## config.mk

```make
export PLATFORM = sky130hd
export DESIGN_NAME = upsb_cmd_core
export DESIGN_NICKNAME = d
export VERILOG_FILES = /design/src/logic/upsb_pkg.sv /design/src/logic/upsb_pair_buf.sv /design/src/logic/upsb_cmd_core.sv
export SDC_FILE = /design/constraint.sdc
export NUM_CORES = 1
export LEC_CHECK = 0
export BUFFER_PORTS_ARGS = -buffer_cell sky130_fd_sc_hd__buf_4
export CAP_MARGIN = 5
export CORE_UTILIZATION = 35
export CTS_BUF_LIST = sky130_fd_sc_hd__clkbuf_8
export CTS_CLUSTER_DIAMETER = 60
export DETAILED_ROUTE_END_ITERATION = 8
export SLEW_MARGIN = 20
export SYNTH_ARGS = -nofsm -noshare
export SYNTH_HDL_FRONTEND = slang
export SYNTH_SLANG_ARGS = --single-unit
export TNS_END_PERCENT = 5
```

## constraint.sdc

```tcl
create_clock -name i_ref_clk -period 3.27 [get_ports i_ref_clk]
set_input_delay 0.654 -clock i_ref_clk [delete_from_list [all_inputs] [get_ports i_ref_clk]]
set_output_delay 0.654 -clock i_ref_clk [all_outputs]
set_load 0.01 [all_outputs]
```

## src/logic/upsb_pkg.sv

```systemverilog
package upsb_pkg;
  // Frame delimiters and status codes
  localparam logic [7:0] UPSB_SOH      = 8'h01;
  localparam logic [7:0] UPSB_STX      = 8'h02;
  localparam logic [7:0] UPSB_ETX      = 8'h03;
  localparam logic [7:0] UPSB_STAT_LEN = 8'h01;
  localparam logic [7:0] UPSB_ACK      = 8'h06;
  localparam logic [7:0] UPSB_SUM_ERR  = 8'h07;
  localparam logic [7:0] UPSB_NACK     = 8'h15;
  localparam logic [7:0] UPSB_SYNC_BYTE = 8'h00;
  // Command frame layout
  localparam logic [7:0] UPSB_MAX_LEN   = 8'h05;
  localparam logic [7:0] UPSB_RESET_LEN = 8'h01;
  localparam logic [7:0] UPSB_BAUD_LEN  = 8'h05;
  localparam logic [7:0] UPSB_PARAM_THREE_FIXED = 8'h0a;
  localparam int         UPSB_BUF_WORDS = 5;
  // Sequencing counts
  localparam logic [1:0] UPSB_SYNC_PULSES = 2'h2;
  localparam logic [3:0] UPSB_MISS_LAST   = 4'hf;
  localparam logic [2:0] UPSB_STAT_LAST   = 3'h4;

  typedef struct packed {
    logic       valid;
    logic [7:0] data;
  } upsb_byte_type;
endpackage

```

## src/logic/upsb_pair_buf.sv

```systemverilog
module upsb_pair_buf #(
  parameter int WIDTH = 8,
  parameter int DEPTH = 2
) (
  // Clock and reset
  input  wire logic             i_ref_clk,
  input  wire logic             i_resetn,
  // Fill side
  input  wire logic             i_in_valid,
  input  wire logic [WIDTH-1:0] i_in_data,
  output logic                  o_in_ready,
  // Drain side
  output logic                  o_out_valid,
  output logic [WIDTH-1:0]      o_out_data,
  input  wire logic             i_out_ready
);
  localparam int PW = (DEPTH > 1) ? $clog2(DEPTH) : 1;

  logic [WIDTH-1:0] mem_reg [DEPTH];
  logic [PW-1:0]    wr_reg;
  logic [PW-1:0]    wr_next;
  logic [PW-1:0]    rd_reg;
  logic [PW-1:0]    rd_next;
  logic [PW:0]      cnt_reg;
  logic [PW:0]      cnt_next;
  logic             push;
  logic             pop;

  assign o_in_ready  = (cnt_reg != (PW+1)'(DEPTH));
  assign o_out_valid = (cnt_reg != '0);
  assign o_out_data  = mem_reg[rd_reg];
  assign push = i_in_valid && o_in_ready;
  assign pop  = o_out_valid && i_out_ready;

  always_comb
  begin
    wr_next  = wr_reg;
    rd_next  = rd_reg;
    cnt_next = cnt_reg;
    if (push)
    begin
      wr_next = (wr_reg == PW'(DEPTH-1)) ? '0 : wr_reg + 1'b1;
    end
    if (pop)
    begin
      rd_next = (rd_reg == PW'(DEPTH-1)) ? '0 : rd_reg + 1'b1;
    end
    if (push && !pop)
    begin
      cnt_next = cnt_reg + 1'b1;
    end
    else if (pop && !push)
    begin
      cnt_next = cnt_reg - 1'b1;
    end
  end

  always_ff @(posedge i_ref_clk or negedge i_resetn)
  begin
    if (!i_resetn)
    begin
      wr_reg  <= '0;
      rd_reg  <= '0;
      cnt_reg <= '0;
    end
    else
    begin
      wr_reg  <= wr_next;
      rd_reg  <= rd_next;
      cnt_reg <= cnt_next;
    end
  end

  // Storage needs no reset; empty flag hides stale words
  always_ff @(posedge i_ref_clk)
  begin
    if (push)
    begin
      mem_reg[wr_reg] <= i_in_data;
    end
  end
endmodule

```

## src/logic/upsb_cmd_core.sv

```systemverilog
module upsb_cmd_core #(
  parameter logic [7:0] CMD_RESET    = 8'h00,
  parameter logic [7:0] CMD_BAUD     = 8'h9a,
  parameter logic [7:0] MAX_BAUD_SEL = 8'h07
) (
  // Clock and reset
  input  wire logic                  i_ref_clk,
  input  wire logic                  i_resetn,
  // Received bytes from the UART receiver
  input  wire upsb_pkg::upsb_byte_type i_rx,
  output logic                       o_rx_ready,
  // Status bytes toward the UART transmitter
  output upsb_pkg::upsb_byte_type    o_tx,
  input  wire logic                  i_tx_ready,
  // Link state
  output logic                       o_synced,
  output logic [7:0]                 o_baud_sel,
  output logic                       o_noise_filter,
  output logic                       o_mute,
  output logic                       o_cmd_valid,
  output logic [7:0]                 o_cmd_code
);
  typedef enum logic [2:0] {
    S_SYNC, S_HUNT, S_LEN, S_BODY, S_SUM, S_ETX, S_SEND
  } upsb_state_type;

  upsb_state_type state_reg, state_next;
  logic [7:0] buf_reg [upsb_pkg::UPSB_BUF_WORDS];
  logic [7:0] buf_next [upsb_pkg::UPSB_BUF_WORDS];
  logic [7:0] len_reg, len_next, sum_reg, sum_next;
  logic [7:0] status_reg, status_next, baud_reg, baud_next;
  logic [7:0] code_reg, code_next;
  logic [2:0] idx_reg, idx_next;
  logic [1:0] zero_reg, zero_next;
  logic [3:0] miss_reg, miss_next;
  logic       cks_reg, cks_next, sync_reg, sync_next, post_reg, post_next;
  logic       mute_reg, mute_next, filt_reg, filt_next;
  logic       cmdv_reg, cmdv_next;
  logic       take, fin, f_bad, f_good, f_baud, f_baud_ok, f_reset;
  logic [7:0] rx_byte, push_data;
  logic       push_valid, push_ready, push;

  assign rx_byte    = i_rx.data;
  assign o_rx_ready = (state_reg != S_SEND) && !mute_reg;
  assign take       = i_rx.valid && o_rx_ready;
  // A frame ends at its end byte, or early on a length it cannot hold
  assign fin = take && ((state_reg == S_ETX) || ((state_reg == S_LEN) &&
               (rx_byte == 8'h00 || rx_byte > upsb_pkg::UPSB_MAX_LEN)));
  assign f_bad  = (state_reg == S_LEN) || (rx_byte != upsb_pkg::UPSB_ETX);
  assign f_good = fin && !f_bad && cks_reg;
  assign f_baud = (state_reg == S_ETX) && (buf_reg[0] == CMD_BAUD);
  assign f_reset = f_good && (buf_reg[0] == CMD_RESET)
                   && (len_reg == upsb_pkg::UPSB_RESET_LEN);
  assign f_baud_ok = f_good && f_baud
                     && (len_reg == upsb_pkg::UPSB_BAUD_LEN)
                     && (buf_reg[1] <= MAX_BAUD_SEL)
                     && (buf_reg[3] == upsb_pkg::UPSB_PARAM_THREE_FIXED);

  always_comb
  begin
    state_next  = state_reg;
    buf_next    = buf_reg;
    len_next    = len_reg;
    sum_next    = sum_reg;
    status_next = status_reg;
    baud_next   = baud_reg;
    code_next   = code_reg;
    idx_next    = idx_reg;
    zero_next   = zero_reg;
    miss_next   = miss_reg;
    cks_next    = cks_reg;
    sync_next   = sync_reg;
    post_next   = post_reg;
    mute_next   = mute_reg;
    filt_next   = filt_reg;
    cmdv_next   = 1'b0;
    unique case (state_reg)
      S_SYNC:
        if (take && rx_byte == upsb_pkg::UPSB_SYNC_BYTE)
        begin
          zero_next = zero_reg + 2'h1;
          if (zero_next == upsb_pkg::UPSB_SYNC_PULSES)
          begin
            state_next = S_HUNT;
          end
        end
      S_HUNT:
        if (take && rx_byte == upsb_pkg::UPSB_SOH)
        begin
          state_next = S_LEN;
        end
      S_LEN:
        if (take)
        begin
          len_next   = rx_byte;
          sum_next   = rx_byte;
          idx_next   = 3'h0;
          state_next = S_BODY;
        end
      S_BODY:
        if (take)
        begin
          buf_next[idx_reg] = rx_byte;
          sum_next = sum_reg + rx_byte;
          idx_next = idx_reg + 3'h1;
          if (8'(idx_reg) + 8'h01 == len_reg)
          begin
            state_next = S_SUM;
          end
        end
      S_SUM:
        if (take)
        begin
          cks_next   = (8'(sum_reg + rx_byte) == 8'h00);
          state_next = S_ETX;
        end
      S_ETX: ;
      S_SEND:
        if (push && idx_reg == upsb_pkg::UPSB_STAT_LAST)
        begin
          state_next = S_HUNT;
        end
        else if (push)
        begin
          idx_next = idx_reg + 3'h1;
        end
    endcase
    if (fin)
    begin
      state_next = S_HUNT;
      idx_next   = 3'h0;
      if (post_reg)
      begin
        if (f_reset)
        begin
          post_next   = 1'b0;
          sync_next   = 1'b1;
          status_next = upsb_pkg::UPSB_ACK;
          state_next  = S_SEND;
        end
        else
        begin
          // Silent count of frames seen at the new rate
          miss_next = miss_reg + 4'h1;
          if (miss_reg == upsb_pkg::UPSB_MISS_LAST)
          begin
            mute_next = 1'b1;
          end
        end
      end
      else if (f_baud)
      begin
        // Faulty frames fall through silently, rate unchanged
        if (f_baud_ok)
        begin
          baud_next = buf_reg[1];
          filt_next = buf_reg[4][0];
          post_next = 1'b1;
          sync_next = 1'b0;
          miss_next = 4'h0;
        end
      end
      else if (f_bad)
      begin
        status_next = upsb_pkg::UPSB_NACK;
        state_next  = S_SEND;
      end
      else if (!cks_reg)
      begin
        status_next = upsb_pkg::UPSB_SUM_ERR;
        state_next  = S_SEND;
      end
      else if (f_reset)
      begin
        sync_next   = 1'b1;
        status_next = upsb_pkg::UPSB_ACK;
        state_next  = S_SEND;
      end
      else
      begin
        // Other commands are handed on; their owner answers
        cmdv_next = 1'b1;
        code_next = buf_reg[0];
      end
    end
  end

  always_ff @(posedge i_ref_clk or negedge i_resetn)
  begin
    if (!i_resetn)
    begin
      state_reg  <= S_SYNC;
      for (int i = 0; i < upsb_pkg::UPSB_BUF_WORDS; i++)
      begin
        buf_reg[i] <= 8'h00;
      end
      len_reg    <= 8'h00;
      sum_reg    <= 8'h00;
      status_reg <= 8'h00;
      baud_reg   <= 8'h00;
      code_reg   <= 8'h00;
      idx_reg    <= 3'h0;
      zero_reg   <= 2'h0;
      miss_reg   <= 4'h0;
      cks_reg    <= 1'b0;
      sync_reg   <= 1'b0;
      post_reg   <= 1'b0;
      mute_reg   <= 1'b0;
      filt_reg   <= 1'b0;
      cmdv_reg   <= 1'b0;
    end
    else
    begin
      state_reg  <= state_next;
      buf_reg    <= buf_next;
      len_reg    <= len_next;
      sum_reg    <= sum_next;
      status_reg <= status_next;
      baud_reg   <= baud_next;
      code_reg   <= code_next;
      idx_reg    <= idx_next;
      zero_reg   <= zero_next;
      miss_reg   <= miss_next;
      cks_reg    <= cks_next;
      sync_reg   <= sync_next;
      post_reg   <= post_next;
      mute_reg   <= mute_next;
      filt_reg   <= filt_next;
      cmdv_reg   <= cmdv_next;
    end
  end

  // Status frame bytes in order
  always_comb
  begin
    unique case (idx_reg)
      3'h0:    push_data = upsb_pkg::UPSB_STX;
      3'h1:    push_data = upsb_pkg::UPSB_STAT_LEN;
      3'h2:    push_data = status_reg;
      3'h3:    push_data = 8'(8'h00 - upsb_pkg::UPSB_STAT_LEN - status_reg);
      default: push_data = upsb_pkg::UPSB_ETX;
    endcase
  end
  assign push_valid = (state_reg == S_SEND);
  assign push       = push_valid && push_ready;

  // Transmitter stall holds bytes here; parser stops taking input only until the last byte is pushed
  upsb_pair_buf #(.WIDTH(8), .DEPTH(2)) u_tx_buf (
    .i_ref_clk   (i_ref_clk),
    .i_resetn    (i_resetn),
    .i_in_valid  (push_valid),
    .i_in_data   (push_data),
    .o_in_ready  (push_ready),
    .o_out_valid (o_tx.valid),
    .o_out_data  (o_tx.data),
    .i_out_ready (i_tx_ready)
  );

  assign o_synced       = sync_reg;
  assign o_baud_sel     = baud_reg;
  assign o_noise_filter = filt_reg;
  assign o_mute         = mute_reg;
  assign o_cmd_valid    = cmdv_reg;
  assign o_cmd_code     = code_reg;
endmodule

```

-- Word level (Yosys, flattened, before mapping)
Memory sizes are Yosys's and may differ from the RTL's.
Index checks and enable logic that the tools add are counted.
- add/sub/neg operators: 10
- $lt $le $gt $ge: 4
- equal/unequal tests: 37
- multiplexer cells: 58
- bitwise logic cells: 5
- reduce and logical (&&, ||, !) cells: 54
- operators by type and width (cell ; count):
    8-bit 2-to-1 mux ; 8
    3-bit 2-to-1 mux ; 19
    40-bit bitwise mux ; 1
    3-bit != test (second input constant) ; 11
    8-bit one-hot mux with 4 select lines ; 1
    8-bit demux with 3-bit select ; 1
    8-bit zero test ; 3
    1-bit logical AND ; 21
    1-bit 2-to-1 mux ; 19
    3-bit one-hot mux with 6 select lines ; 1
    8-bit by 1-bit == test with 1-bit output (second input constant) ; 2
    4-bit 2-to-1 mux ; 4
    8-bit one-hot mux with 2 select lines ; 1
    4-bit AND reduction ; 4
    3-bit by 2-bit == test with 1-bit output (second input constant) ; 4
    3-bit == test (second input constant) ; 4
    2-bit != test (second input constant) ; 5
    2-bit AND reduction ; 5
    2-bit nonzero test ; 5
    3-bit one-hot mux with 3 select lines ; 1
    9-bit AND reduction ; 1
    8-bit adder ; 1
    4-bit by 8-bit == test with 1-bit output ; 1
    8-bit by 3-bit == test with 1-bit output (second input constant) ; 1
    other kinds (30) ; 44
- register bits after elaboration: 102
- bits in writable memories: 16
- bits of input ports: 12
- output and inout port bits: 30
- word-level logic and storage cells: 192
- memories: 1
- memory list (name ; depth ; bits a word ; rd ports ; clocked after Yosys merged registers in ; wr ports ; RTL line ; RTL):
    u_tx_buf.mem_reg ; 2 ; 8 ; 1 ; 0 ; 1 ; upsb_pair_buf.sv:19 ; logic [WIDTH-1:0] mem_reg [DEPTH];

-- Depth between registers and ports, before layout
Gate-level depths: netlist of the first run.
- depth in word-level cells: 15
- depth in mapped cells: 9
- gate-level depth less buffers: 8

-- Cells and area by module
Synthesis of the first run repeated with hierarchy kept, for this count alone.
- cells, all modules: 434
- area, all modules: 5017.3 sq um
- by module, submodules not included (module ; times used ; cells an instance ; area an instance (sq um)):
    upsb_cmd_core ; 1 ; 391 ; 4230.3
    upsb_pair_buf ; 1 ; 43 ; 787.0

-- Worst setup path before layout of the first run
Ideal clock, no wire load.
- path kind: register to register
- start: register len_reg[5]
- end: register miss_reg[3]
- arrival time: 2753 ps
- path slack: 392 ps
- stages on the path, launching flop included: 8
- path buffers: 1
- path through: dfrtp_1 -> or4_4 -> or4b_1 -> or4_4 -> or2_0 -> buf_2 -> a211oi_2 -> mux2_2
- word-level cells in the longest chain between the ends: 6
- elaborated cells between the ends (all ways): 9
- RTL lines (what ; RTL line ; RTL):
    start: declaration ; upsb_cmd_core.sv:30 ; logic [7:0] len_reg, len_next, sum_reg, sum_next;
    start signal: assignment ; upsb_cmd_core.sv:216 ; len_reg <= len_next;
    8-bit by 3-bit == test with 1-bit output ; upsb_cmd_core.sv:55 ; && (len_reg == upsb_pkg::UPSB_BAUD_LEN)
    1-bit logical AND ; upsb_cmd_core.sv:55 ;
    1-bit logical AND ; upsb_cmd_core.sv:56 ; && (buf_reg[1] <= MAX_BAUD_SEL)
    1-bit logical AND ; upsb_cmd_core.sv:57 ; && (buf_reg[3] == upsb_pkg::UPSB_PARAM_THREE_FIXED);
    2-bit nonzero test (no line) ; -- ;
    4-bit AND reduction (no line) (*) ; -- ;
    end signal: assignment ; upsb_cmd_core.sv:223 ; miss_reg <= miss_next;
    end: declaration ; upsb_cmd_core.sv:35 ; logic [3:0] miss_reg, miss_next;
Every way passes the cells marked *; elsewhere a longest branch is shown, timed or not.
A chain may end at the register's enable or synchronous reset.

-- Worst setup path after layout of the first run
Same ends and word-level chain as after synthesis.

==> summary.md, run 1 <==
| Metric | Value |
|---|---|
| PnR worst setup slack | `0.2656 ns` |
| Top cell type's share of synthesized area | `around 43%` |
| Final core occ | `41.56%` |
| Via density per instance | `about 5` |
| Total die area | `14790 um^2` |
| Post-CTS sizing | `0` |
| Post-synth top flop | `dfrtp_1` |
| Compound-Gate Fraction of Synth Area | `under 10%` |
| Synth async-reset ratio | `a little over four fifths` |
| CTS tree | `built` |
| Gpl congestion | `0.8193` |
| Fillers | `1311` |
| Synth Instances | `423` |
| Setup Buffers After CTS | `0` |
| Multiplexer share of the synthesized area | `between 10% and 20%` |
| Slew Limit Fails | `0` |
| Most frequent cells in the layout | `dfrtp_1 (87), mux2_2 (56), buf_4 (49)` |
| Area of the multi-input gates | `2242 um^2` |
| NumNets Final | `496` |
| Tmin final | `3.004 ns` |
| Layout area overhead | `15.67%` |
| Commonest non-fill, non-tap cell in the layout | `dfrtp_1` |
| Synth Register Bits | `between 100 and 150` |
| Pre-antenna DRT Iters | `4` |
| Final hold vios | `0` |
| Max-Slew Margin vs Limit | `48.05%` |
| Gr ovfl total | `0` |
| Netlist Area Pre-Place | `5007 um^2` |
| Avg Cell Area, Syn | `roughly 12 um^2` |
| Simple-Gate Fraction of Synth Area | `between 10% and 20%` |
| Port-buffer cells | `41` |
| Dpl ws | `around 0.27 ns` |
| Largest register FFs | `25` |
| Drc violations | `0` |
| Routed Antenna Nets | `0` |
| Hpwl dp | `7330 um` |
| Class of the worst hold path | `input pin to asynchronous set/reset pin` |
| Root buf cell | `clkbuf_8` |
| Diode count | `0` |
| Vias in the first global route | `between 3k and 4k` |
| Mapped Nets | `451` |
| Maximum clock frequency | `~0.33 GHz` |
| FF+latch area | `2658 um^2` |
| Worst slew pin tran | `0.7793 ns` |
| Final wirelength | `10240 um` |
| Ranking of synthesized cells by area | `dfrtp_1 (43%), mux2_2 (13%), edfxtp_1 (9.6%)` |
| Clock sink count | `103` |
| Die height | `121.6 um` |
| Initial core utilization | `35.93%` |
| Vias | `3285` |
| FP Rows | `43` |
| First-pass GRT wire length | `between 15000 and 20000 um` |
| Post-cts hold buffer count | `0` |
| Initial antenna violation count | `0` |
| Status | `finished, final reports clean` |
| Worst Path Required | `3.55 ns` |
| Layout Skew | `about 0.013 ns` |
| DR iter-0 viols | `roughly 120` |
| Crit Path Class | `register to register` |
| Area of the core | `13930 um^2` |
| Proportion of layout cells with a drive suffix above 1 | `between 20 and 30%` |
| Largest area contributor in the netlist | `dfrtp_1` |
| Worst EP arrival | `3.29 ns` |
| Power per cell area | `786.6 nW/um^2` |
| Synth cell types | `60` |
| RSZ-0062 raised after global routing | `false` |
| Clock slew at reported path FFs | `0.10 ns` |
| Wire length per cell | `15.68 um` |
| Die width | `121.6 um` |
| GRT Util Overall | `15.11%` |
| Post-Synth XOR/XNOR Area | `around 2.6%` |
| Leakage power | `~2.6 nW` |
| Adder-cell share of the synthesized area | `about 4.1%` |
| CTS Buffer Depth | `2` |
| Setup violators final | `0` |
| Crit-path max FO | `6` |
| H-tree depth | `3` |
| Final period utilization | `91.88%` |
| Max Cap Viol | `0` |
| Largest family of logic cells by synthesized area | `multiplexers` |
| Num CTS Buffers | `9` |
| # IOs | `42` |
| Sum of negative setup slack | `0 ns` |
| Seq/Total Area, Yosys | `53.07%` |
| Largest net degree at the start of global routing | `88` |
| Warnings from Yosys | `0` |
| CP startpoint kind | `register` |
| Worst VDD drop | `0.4350 mV` |
| Number of synthesized flops with an enable pin | `16` |
| CP Capture Type | `register` |
| Clk_lat worst skew | `roughly 0.38 ns` |
## cell type report
class	count	share of cell area (%)
clock inverter	7	2.182
inverter	10	0.6481
tap	180	3.889
timing repair buffer	50	6.546
multi-input combinational	294	38.71
clock buffer	9	2.139
sequential	103	45.88
## final timing paths
check / startpoint / end / slack, ns / cells past startpoint
min reg2reg: zero_reg[0]$_DFFE_PN0P_ / zero_reg[0]$_DFFE_PN0P_ / 0.48 / 1
min: i_resetn / sum_reg[2]$_DFFE_PN0P_ / 0.29 / 1
max reg2reg: len_reg[5]$_DFFE_PN0P_ / miss_reg[3]$_DFFE_PN0P_ / 0.27 / 6
max in group asynchronous: i_resetn / o_mute$_DFFE_PN0P_ / 2.43 / 1
max: len_reg[5]$_DFFE_PN0P_ / miss_reg[3]$_DFFE_PN0P_ / 0.27 / 6
min in group i_ref_clk: zero_reg[0]$_DFFE_PN0P_ / zero_reg[0]$_DFFE_PN0P_ / 0.48 / 1
## synthesized netlist by cell type (all sizes together) (3+ instances only)
cell and n:
edfxtp 16, nor4 6, a21o 4, dfrtp 87, o31ai 4, mux2i 11, nand2b 4, nor2b 16
clkbuf 9, nor2 23, nor3 8, a31oi 3, buf 7, o21ai 19, a211oi 4, ha 15
inv 10, nand2 30, xor2 9, nand3 14, xnor2 6, or4 5, mux2 61, and2 4
a2111o 3, a21oi 10, or2 5
## cell families (layout without fill, tap and decap cells)
group	count (synthesis)	count (layout)
AND/OR/NAND/NOR	128	128
flip-flops	103	103
multiplexers	72	72
AO/OA/AOI/OAI	63	63
buffers and inverters	26	76
adder cells (fa/ha/maj)	16	16
XOR/XNOR	15	15
## critical path, cell delays in order, from the launching register on
cell and delay [ns]:
dfrtp_1 0.39, or4_4 0.53, or4b_1 0.50, or4_4 0.56, or2_0 0.35, a211oi_2 0.23, mux2_2 0.35
## per-layer routing
metal  vias up  GRT usage (%)  share of wire, %
met5         -              0                 0
met4         0          5.478               1.7
met3        14          3.933               3.4
met2        55          24.68                48
met1      1613          19.28                47
li1       1603              -                 -
## metrics by stage
step / cells / hold slack [ns] / area (um^2) / power, mW
after CTS: 653 / 0.4888 / 5788 / 4.596
after floorplan: 423 / 0.3584 / 5007 / 3.128
after detailed placement: 637 / 0.4691 / 5538 / 3.607
after global placement: 637 / 0.4659 / 5538 / 3.546
after global routing: 653 / 0.3547 / 5792 / 4.878
final: 653 / 0.2939 / 5792 / 4.556
## report_power, final
group	total (mW)	internal (mW)	switching, mW
Clock	0.983	0.519	0.464
Sequential	1.94	1.68	0.264
Combinational	1.63	0.795	0.836
Total	4.56	2.99	1.56
(Power assumes the default switching activity.)
==> run 2, diff against run 1 <==
clock period = 3.2 ns   (was 3.27 ns; I/O delays follow)
==> run 2 against run 1 <==
  * Clock power fell by 21%
  * Clock skew fell by 0.0054 ns
  * Cell count fell by 0.15%
  * Wire length fell by 1.4%
  * Cell area fell by 1.2%
  * First-iteration DRC count rose by 5.0%
  * Count of clock-buffer cells in the layout did not move
  * Critical path depth did not move
  * Sequential cell count did not move
  * Sequential power rose by 3%
  * Critical endpoint unchanged
  * Largest cell class unchanged
  * Largest power group unchanged
==> summary.md, run 2 (synthesized netlist as in run 1, its figures left out) <==
| Metric | Value |
|---|---|
| Status | `finished, final reports clean` |
| Worst Path Required | `3.44 ns` |
| CP Capture Type | `register` |
| Clock slew at reported path FFs | `around 0.090 ns` |
| Largest register FFs | `25` |
| Routed Antenna Nets | `0` |
| Diode count | `0` |
| Power per cell area | `772.0 nW/um^2` |
| Sequential share of power | `45.3%` |
| Final core occ | `around two fifths` |
| H-tree depth | `3` |
| CP startpoint kind | `register` |
| Tmin final | `about 3 ns` |
| Slew Limit Fails | `0` |
| Die width | `121.6 um` |
| Die height | `121.6 um` |
| Max-Slew Margin vs Limit | `47.51%` |
| Area of the core | `13930 um^2` |
| Final period utilization | `94.89%` |
| Most frequent cells in the layout | `dfrtp_1 (87), mux2_2 (56), buf_4 (48)` |
| Initial core utilization | `between 30% and 40%` |
| Setup violators final | `0` |
| Worst slew pin tran | `slightly below 0.8 ns` |
| Class of the worst hold path | `input pin to asynchronous set/reset pin` |
| Max Cap Viol | `0` |
| Clk_lat worst skew | `0.36 ns` |
| Dpl ws | `0.1777 ns` |
| GRT Util Overall | `14.89%` |
| Worst EP arrival | `3.28 ns` |
| RSZ-0062 raised after global routing | `false` |
| Combinational share of power | `37.2%` |
| Sw Pwr | `~1.5 mW` |
| Initial antenna violation count | `0` |
| Gpl congestion | `0.8249` |
| Sw frac | `34.95%` |
| Num CTS Buffers | `9` |
| Cell Int Power | `2.874 mW` |
| Final hold vios | `0` |
| Pre-antenna DRT Iters | `4` |
| Port-buffer cells | `41` |
| Final wirelength | `10090 um` |
| FP Rows | `43` |
| Root buf cell | `clkbuf_8` |
| Crit-path max FO | `6` |
| NumNets Final | `495` |
| Post-cts hold buffer count | `0` |
| Worst VDD drop | `roughly 0.36 mV` |
| Total die area | `between 10000 and 15000 um^2` |
| Vias in the first global route | `3416` |
| Crit Path Class | `register to register` |
| Leakage power | `2.565 nW` |
| Clock sink count | `a little over 100` |
| Maximum clock frequency | `0.3293 GHz` |
| Proportion of layout cells with a drive suffix above 1 | `27.33%` |
| # IOs | `42` |
| Post-DP Area | `roughly 5500 um^2` |
| Largest net degree at the start of global routing | `a little under 90` |
| Post-CTS sizing | `0` |
| Commonest non-fill, non-tap cell in the layout | `dfrtp_1` |
| First-pass GRT wire length | `17100 um` |
| Hpwl dp | `a little over 7000 um` |
| Clock power frac | `around 18%` |
| Wire length per cell | `approximately 15 um` |
| Fillers | `1332` |
| CTS tree | `built` |
| CTS Buffer Depth | `2` |
| DR iter-0 viols | `125` |
| Layout Skew | `~0.0080 ns` |
| Gr ovfl total | `0` |
| Sum of negative setup slack | `0 ns` |
| Layout area overhead | `14.27%` |
| Drc violations | `0` |
| PnR worst setup slack | `around 0.16 ns` |
| Vias | `roughly 3.3k` |
| Setup Buffers After CTS | `0` |
| Via density per instance | `5.095` |
| Design area | `5722 um^2` |
==> run 2: changes by cell type in the layout (fill, tap and decap cells not counted) <==
| cell | before | now |
|---|---|---|
| clkinv_4 | 0 | 1 |
| bufinv_16 | 3 | 1 |
| inv_6 | 2 | 0 |
| inv_8 | 1 | 0 |
| buf_4 | 49 | 48 |
| clkinvlp_2 | 0 | 2 |
| clkinv_1 | 0 | 2 |
==> run 2: worst paths after layout <==
| path | depth (start not counted) | to | from | slack, ns |
|---|---|---|---|---|
| worst max-delay path | 6 | miss_reg[3]$_DFFE_PN0P_ | len_reg[5]$_DFFE_PN0P_ | 0.16 |
| worst min-delay path | 1 | sum_reg[2]$_DFFE_PN0P_ | i_resetn | 0.31 |
| worst max register to register | 6 | miss_reg[3]$_DFFE_PN0P_ | len_reg[5]$_DFFE_PN0P_ | 0.16 |
| worst min register to register | 1 | u_tx_buf.wr_reg$_DFFE_PN0P_ | u_tx_buf.wr_reg$_DFFE_PN0P_ | 0.49 |
| max in group asynchronous | 1 | state_reg[1]$_DFFE_PN0P_ | i_resetn | 2.33 |
| min in group i_ref_clk | 1 | u_tx_buf.wr_reg$_DFFE_PN0P_ | u_tx_buf.wr_reg$_DFFE_PN0P_ | 0.49 |
==> run 2: area by class of cell <==
class                      instances  area (um^2)  share of cell area [%]
inverter                          10        37.54                  0.6560
clock inverter                     7        63.81                   1.115
tap                              180        225.2                   3.936
sequential                       103         2658                   46.45
clock buffer                       9        123.9                   2.165
multi-input combinational        294         2242                   39.19
timing repair buffer              49        371.6                   6.495
==> run 2: through the flow <==
step / cells / total power, mW / hold slack (ns)
6_report: 652 / 4.417 / 0.3062
5_1_grt: 652 / 4.769 / 0.3952
4_1_cts: 652 / 4.462 / 0.4904
3_5_place_dp: 636 / 3.672 / 0.4747
3_3_place_gp: 636 / 3.617 / 0.4655
2_1_floorplan: 423 / 3.197 / 0.3444
==> run 2: worst max-delay path: stages, from the launching register on <==
cell and delay [ns]:
dfrtp_1 0.39, or4_4 0.53, or4b_1 0.50, or4_4 0.56
or2_0 0.35, a211oi_2 0.24, mux2_2 0.35
==> run 2: per-layer routing <==
metal,up-vias,GRT usage [%],wire [um]
li1,1611,-,-
met1,1650,20.92,4915
met2,52,23.58,4662
met3,9,3.043,409
met4,0,3.472,104
met5,-,0,0
==> run 2: power groups by stage <==
stage               sequential, mW  combinational [mW]  clock [mW]
global route                  2.06                1.85       0.860
global placement              2.01                1.60           0
CTS                           2.00                1.65       0.811
detailed placement            2.03                1.64           0
floorplan                     1.91                1.29           0
finish                        2.00                1.64       0.774
==> run 3, diff against run 2 <==
CORE_MARGIN = 5   (was unset)
CTS_BUF_LIST = sky130_fd_sc_hd__clkbuf_4   (was sky130_fd_sc_hd__clkbuf_8)
SKIP_LAST_GASP = 1   (was unset)
==> run 3 against run 2 <==
  * Critical path depth stayed put
  * Global-route usage decreased by 2.0 points
  * Via count decreased by 0.30%
  * Clock skew grew 0.0050 ns
  * Power shrank 4.4%
  * Largest power group unchanged
  * Die area up 14%
  * Core utilization decreased by 0.53 points
==> summary.md, run 3 (synthesized netlist as in run 1, its figures left out) <==
| Metric | Value |
|---|---|
| Cell Int Power | `2.684 mW` |
| Gr ovfl total | `0` |
| Largest net degree at the start of global routing | `88` |
| Via density per instance | `around 5.1` |
| Clk_lat worst skew | `0.45 ns` |
| Largest register FFs | `25` |
| CP max stage delay | `0.56 ns` |
| H-tree depth | `3` |
| Post-cts hold buffer count | `0` |
| CP Buf/Inv Count | `0` |
| CP Capture Type | `register` |
| CP startpoint kind | `register` |
| Max Cap Viol | `0` |
| Clock power frac | `around 14%` |
| Fillers | `1364` |
| NumNets Final | `495` |
| Clock slew at reported path FFs | `0.15 ns` |
| FF+latch area | `2658 um^2` |
| Combinational share of power | `between 30 and 40%` |
| Area of the core | `~14000 um^2` |
| Initial core utilization | `35.93%` |
| Family with the most delay on the worst path | `simple AND/OR/NAND/NOR gates` |
| Drc violations | `0` |
| Max-Slew Margin vs Limit | `47.38%` |
| Sequential share of power | `47.2%` |
| Sw frac | `36.46%` |
| Hpwl dp | `7363 um` |
| Vias | `3312` |
| FP Rows | `43` |
| Slowest CP cell | `or4_4` |
| First-pass GRT wire length | `approximately 17000 um` |
| Crit-path max FO | `6` |
| Sum of negative setup slack | `0 ns` |
| Total die area | `16800 um^2` |
| Worst EP arrival | `~3.4 ns` |
| R2R depth | `6` |
| Crit Path Class | `register to register` |
| Final hold vios | `0` |
| Initial antenna violation count | `0` |
| Worst VDD drop | `~0.36 mV` |
| Maximum clock frequency | `~0.33 GHz` |
| Worst Path Required | `3.55 ns` |
| Slew Limit Fails | `0` |
| Die width | `129.6 um` |
| GRT Util Overall | `12.87%` |
| Sw Pwr | `1.540 mW` |
| Setup Buffers After CTS | `0` |
| Total chip power | `4.224 mW` |
| Final core occ | `40.53%` |
| Num CTS Buffers | `9` |
| Commonest non-fill, non-tap cell in the layout | `dfrtp_1` |
| Setup violators final | `0` |
| Final period utilization | `about 95%` |
| Post-CTS sizing | `0` |
| Proportion of layout cells with a drive suffix above 1 | `27.54%` |
| Layout area overhead | `12.79%` |
| Final wirelength | `~10000 um` |
| Dpl ws | `0.1975 ns` |
| Power per cell area | `747.8 nW/um^2` |
| Wire length per cell | `15.53 um` |
| Worst R2R End | `miss_reg[3]$_DFFE_PN0P_` |
| Leakage power | `2.546 nW` |
| Most frequent cells in the layout | `dfrtp_1 (87), mux2_2 (56), buf_4 (48)` |
| RSZ-0062 raised after global routing | `false` |
| Clock sink count | `103` |
| Layout Skew | `0.01297 ns` |
| CP cell instances | `or4_4, or4b_1, or4_4, or2_0, a211oi_2, mux2_2` |
| Port-buffer cells | `41` |
| Root buf cell | `clkbuf_4` |
| Vias in the first global route | `3358` |
| Status | `finished, final reports clean` |
| CTS Buffer Depth | `2` |
| Routed Antenna Nets | `0` |
| CTS tree | `built` |
| # IOs | `42` |
| Reg-to-reg slack, setup | `0.18 ns` |
| Design area | `roughly 5600 um^2` |
| Diode count | `0` |
| Area of the multi-input gates | `2242 um^2` |
| Tmin final | `3.024 ns` |
| Gpl congestion | `0.8210` |
| DR iter-0 viols | `around 130` |
| Pre-antenna DRT Iters | `4` |
| Die height | `around 130 um` |
| Worst slew pin tran | `0.7894 ns` |
| Reg2reg start | `len_reg[5]$_DFFE_PN0P_` |
| Post-DP Area | `~5500 um^2` |
| Most repeated library cell on the critical path | `or4_4` |
| PnR worst setup slack | `about 0.18 ns` |
| Class of the worst hold path | `input pin to asynchronous set/reset pin` |
-- run 3: changes by cell type in the layout (fill, tap and decap cells not counted) --
cell	before	now
inv_1	10	11
clkbuf_4	0	10
clkinvlp_2	2	0
clkinv_2	0	2
clkinv_4	1	2
bufinv_16	1	0
clkinv_1	2	0
clkbuf_8	9	0
-- run 3: per-layer routing --
| metal | wire (um) | vias to the layer above | GRT usage, % |
|---|---|---|---|
| met5 | 0 | - | 0 |
| met4 | 136 | 0 | 3.301 |
| met2 | 4663 | 51 | 20.90 |
| met1 | 4928 | 1633 | 17.45 |
| li1 | - | 1617 | - |
| met3 | 395 | 11 | 2.968 |
-- run 3: per-stage QoR --
step                      instances  hold slack, ns
after floorplan                 423          0.3444
after global placement          636          0.4658
after detailed placement        636          0.4691
after CTS                       652          0.3925
after global routing            652          0.2592
final                           652          0.2135
-- run 3: worst max-delay path by stage --
stage | cells past startpoint | start | end
final | 6 | len_reg[5]$_DFFE_PN0P_ | miss_reg[3]$_DFFE_PN0P_
after detailed placement | 6 | len_reg[5]$_DFFE_PN0P_ | miss_reg[3]$_DFFE_PN0P_
after floorplan | 7 | len_reg[5]$_DFFE_PN0P_ | miss_reg[3]$_DFFE_PN0P_
after CTS | 6 | len_reg[5]$_DFFE_PN0P_ | miss_reg[3]$_DFFE_PN0P_
after global placement | 6 | len_reg[5]$_DFFE_PN0P_ | miss_reg[3]$_DFFE_PN0P_
after global routing | 6 | len_reg[5]$_DFFE_PN0P_ | miss_reg[3]$_DFFE_PN0P_
-- run 3: worst register-to-register path: cells and delay by family, from the launching register on --
family	cells	cell delay, ns
muxes	1	0.35
and+or+nand+nor	4	1.94
DFF	1	0.40
AOI/OAI and AO/OA	1	0.24
-- run 3: final cells by class --
class,count,area share [%]
Tap cell,180,3.988
Clock buffer,10,1.329
Multi-Input combinational cell,294,39.70
Inverter,10,0.6646
Timing Repair Buffer,49,6.580
Sequential cell,103,47.05
Clock inverter,6,0.6868
-- run 3: power groups by stage --
stage / registers, mW / clock network (mW) / logic, mW
final: 1.99 / 0.584 / 1.65
after floorplan: 1.91 / 0 / 1.29
after global placement: 2.01 / 0 / 1.61
after detailed placement: 2.03 / 0 / 1.66
after global routing: 2.05 / 0.660 / 1.84
after CTS: 2.00 / 0.618 / 1.66
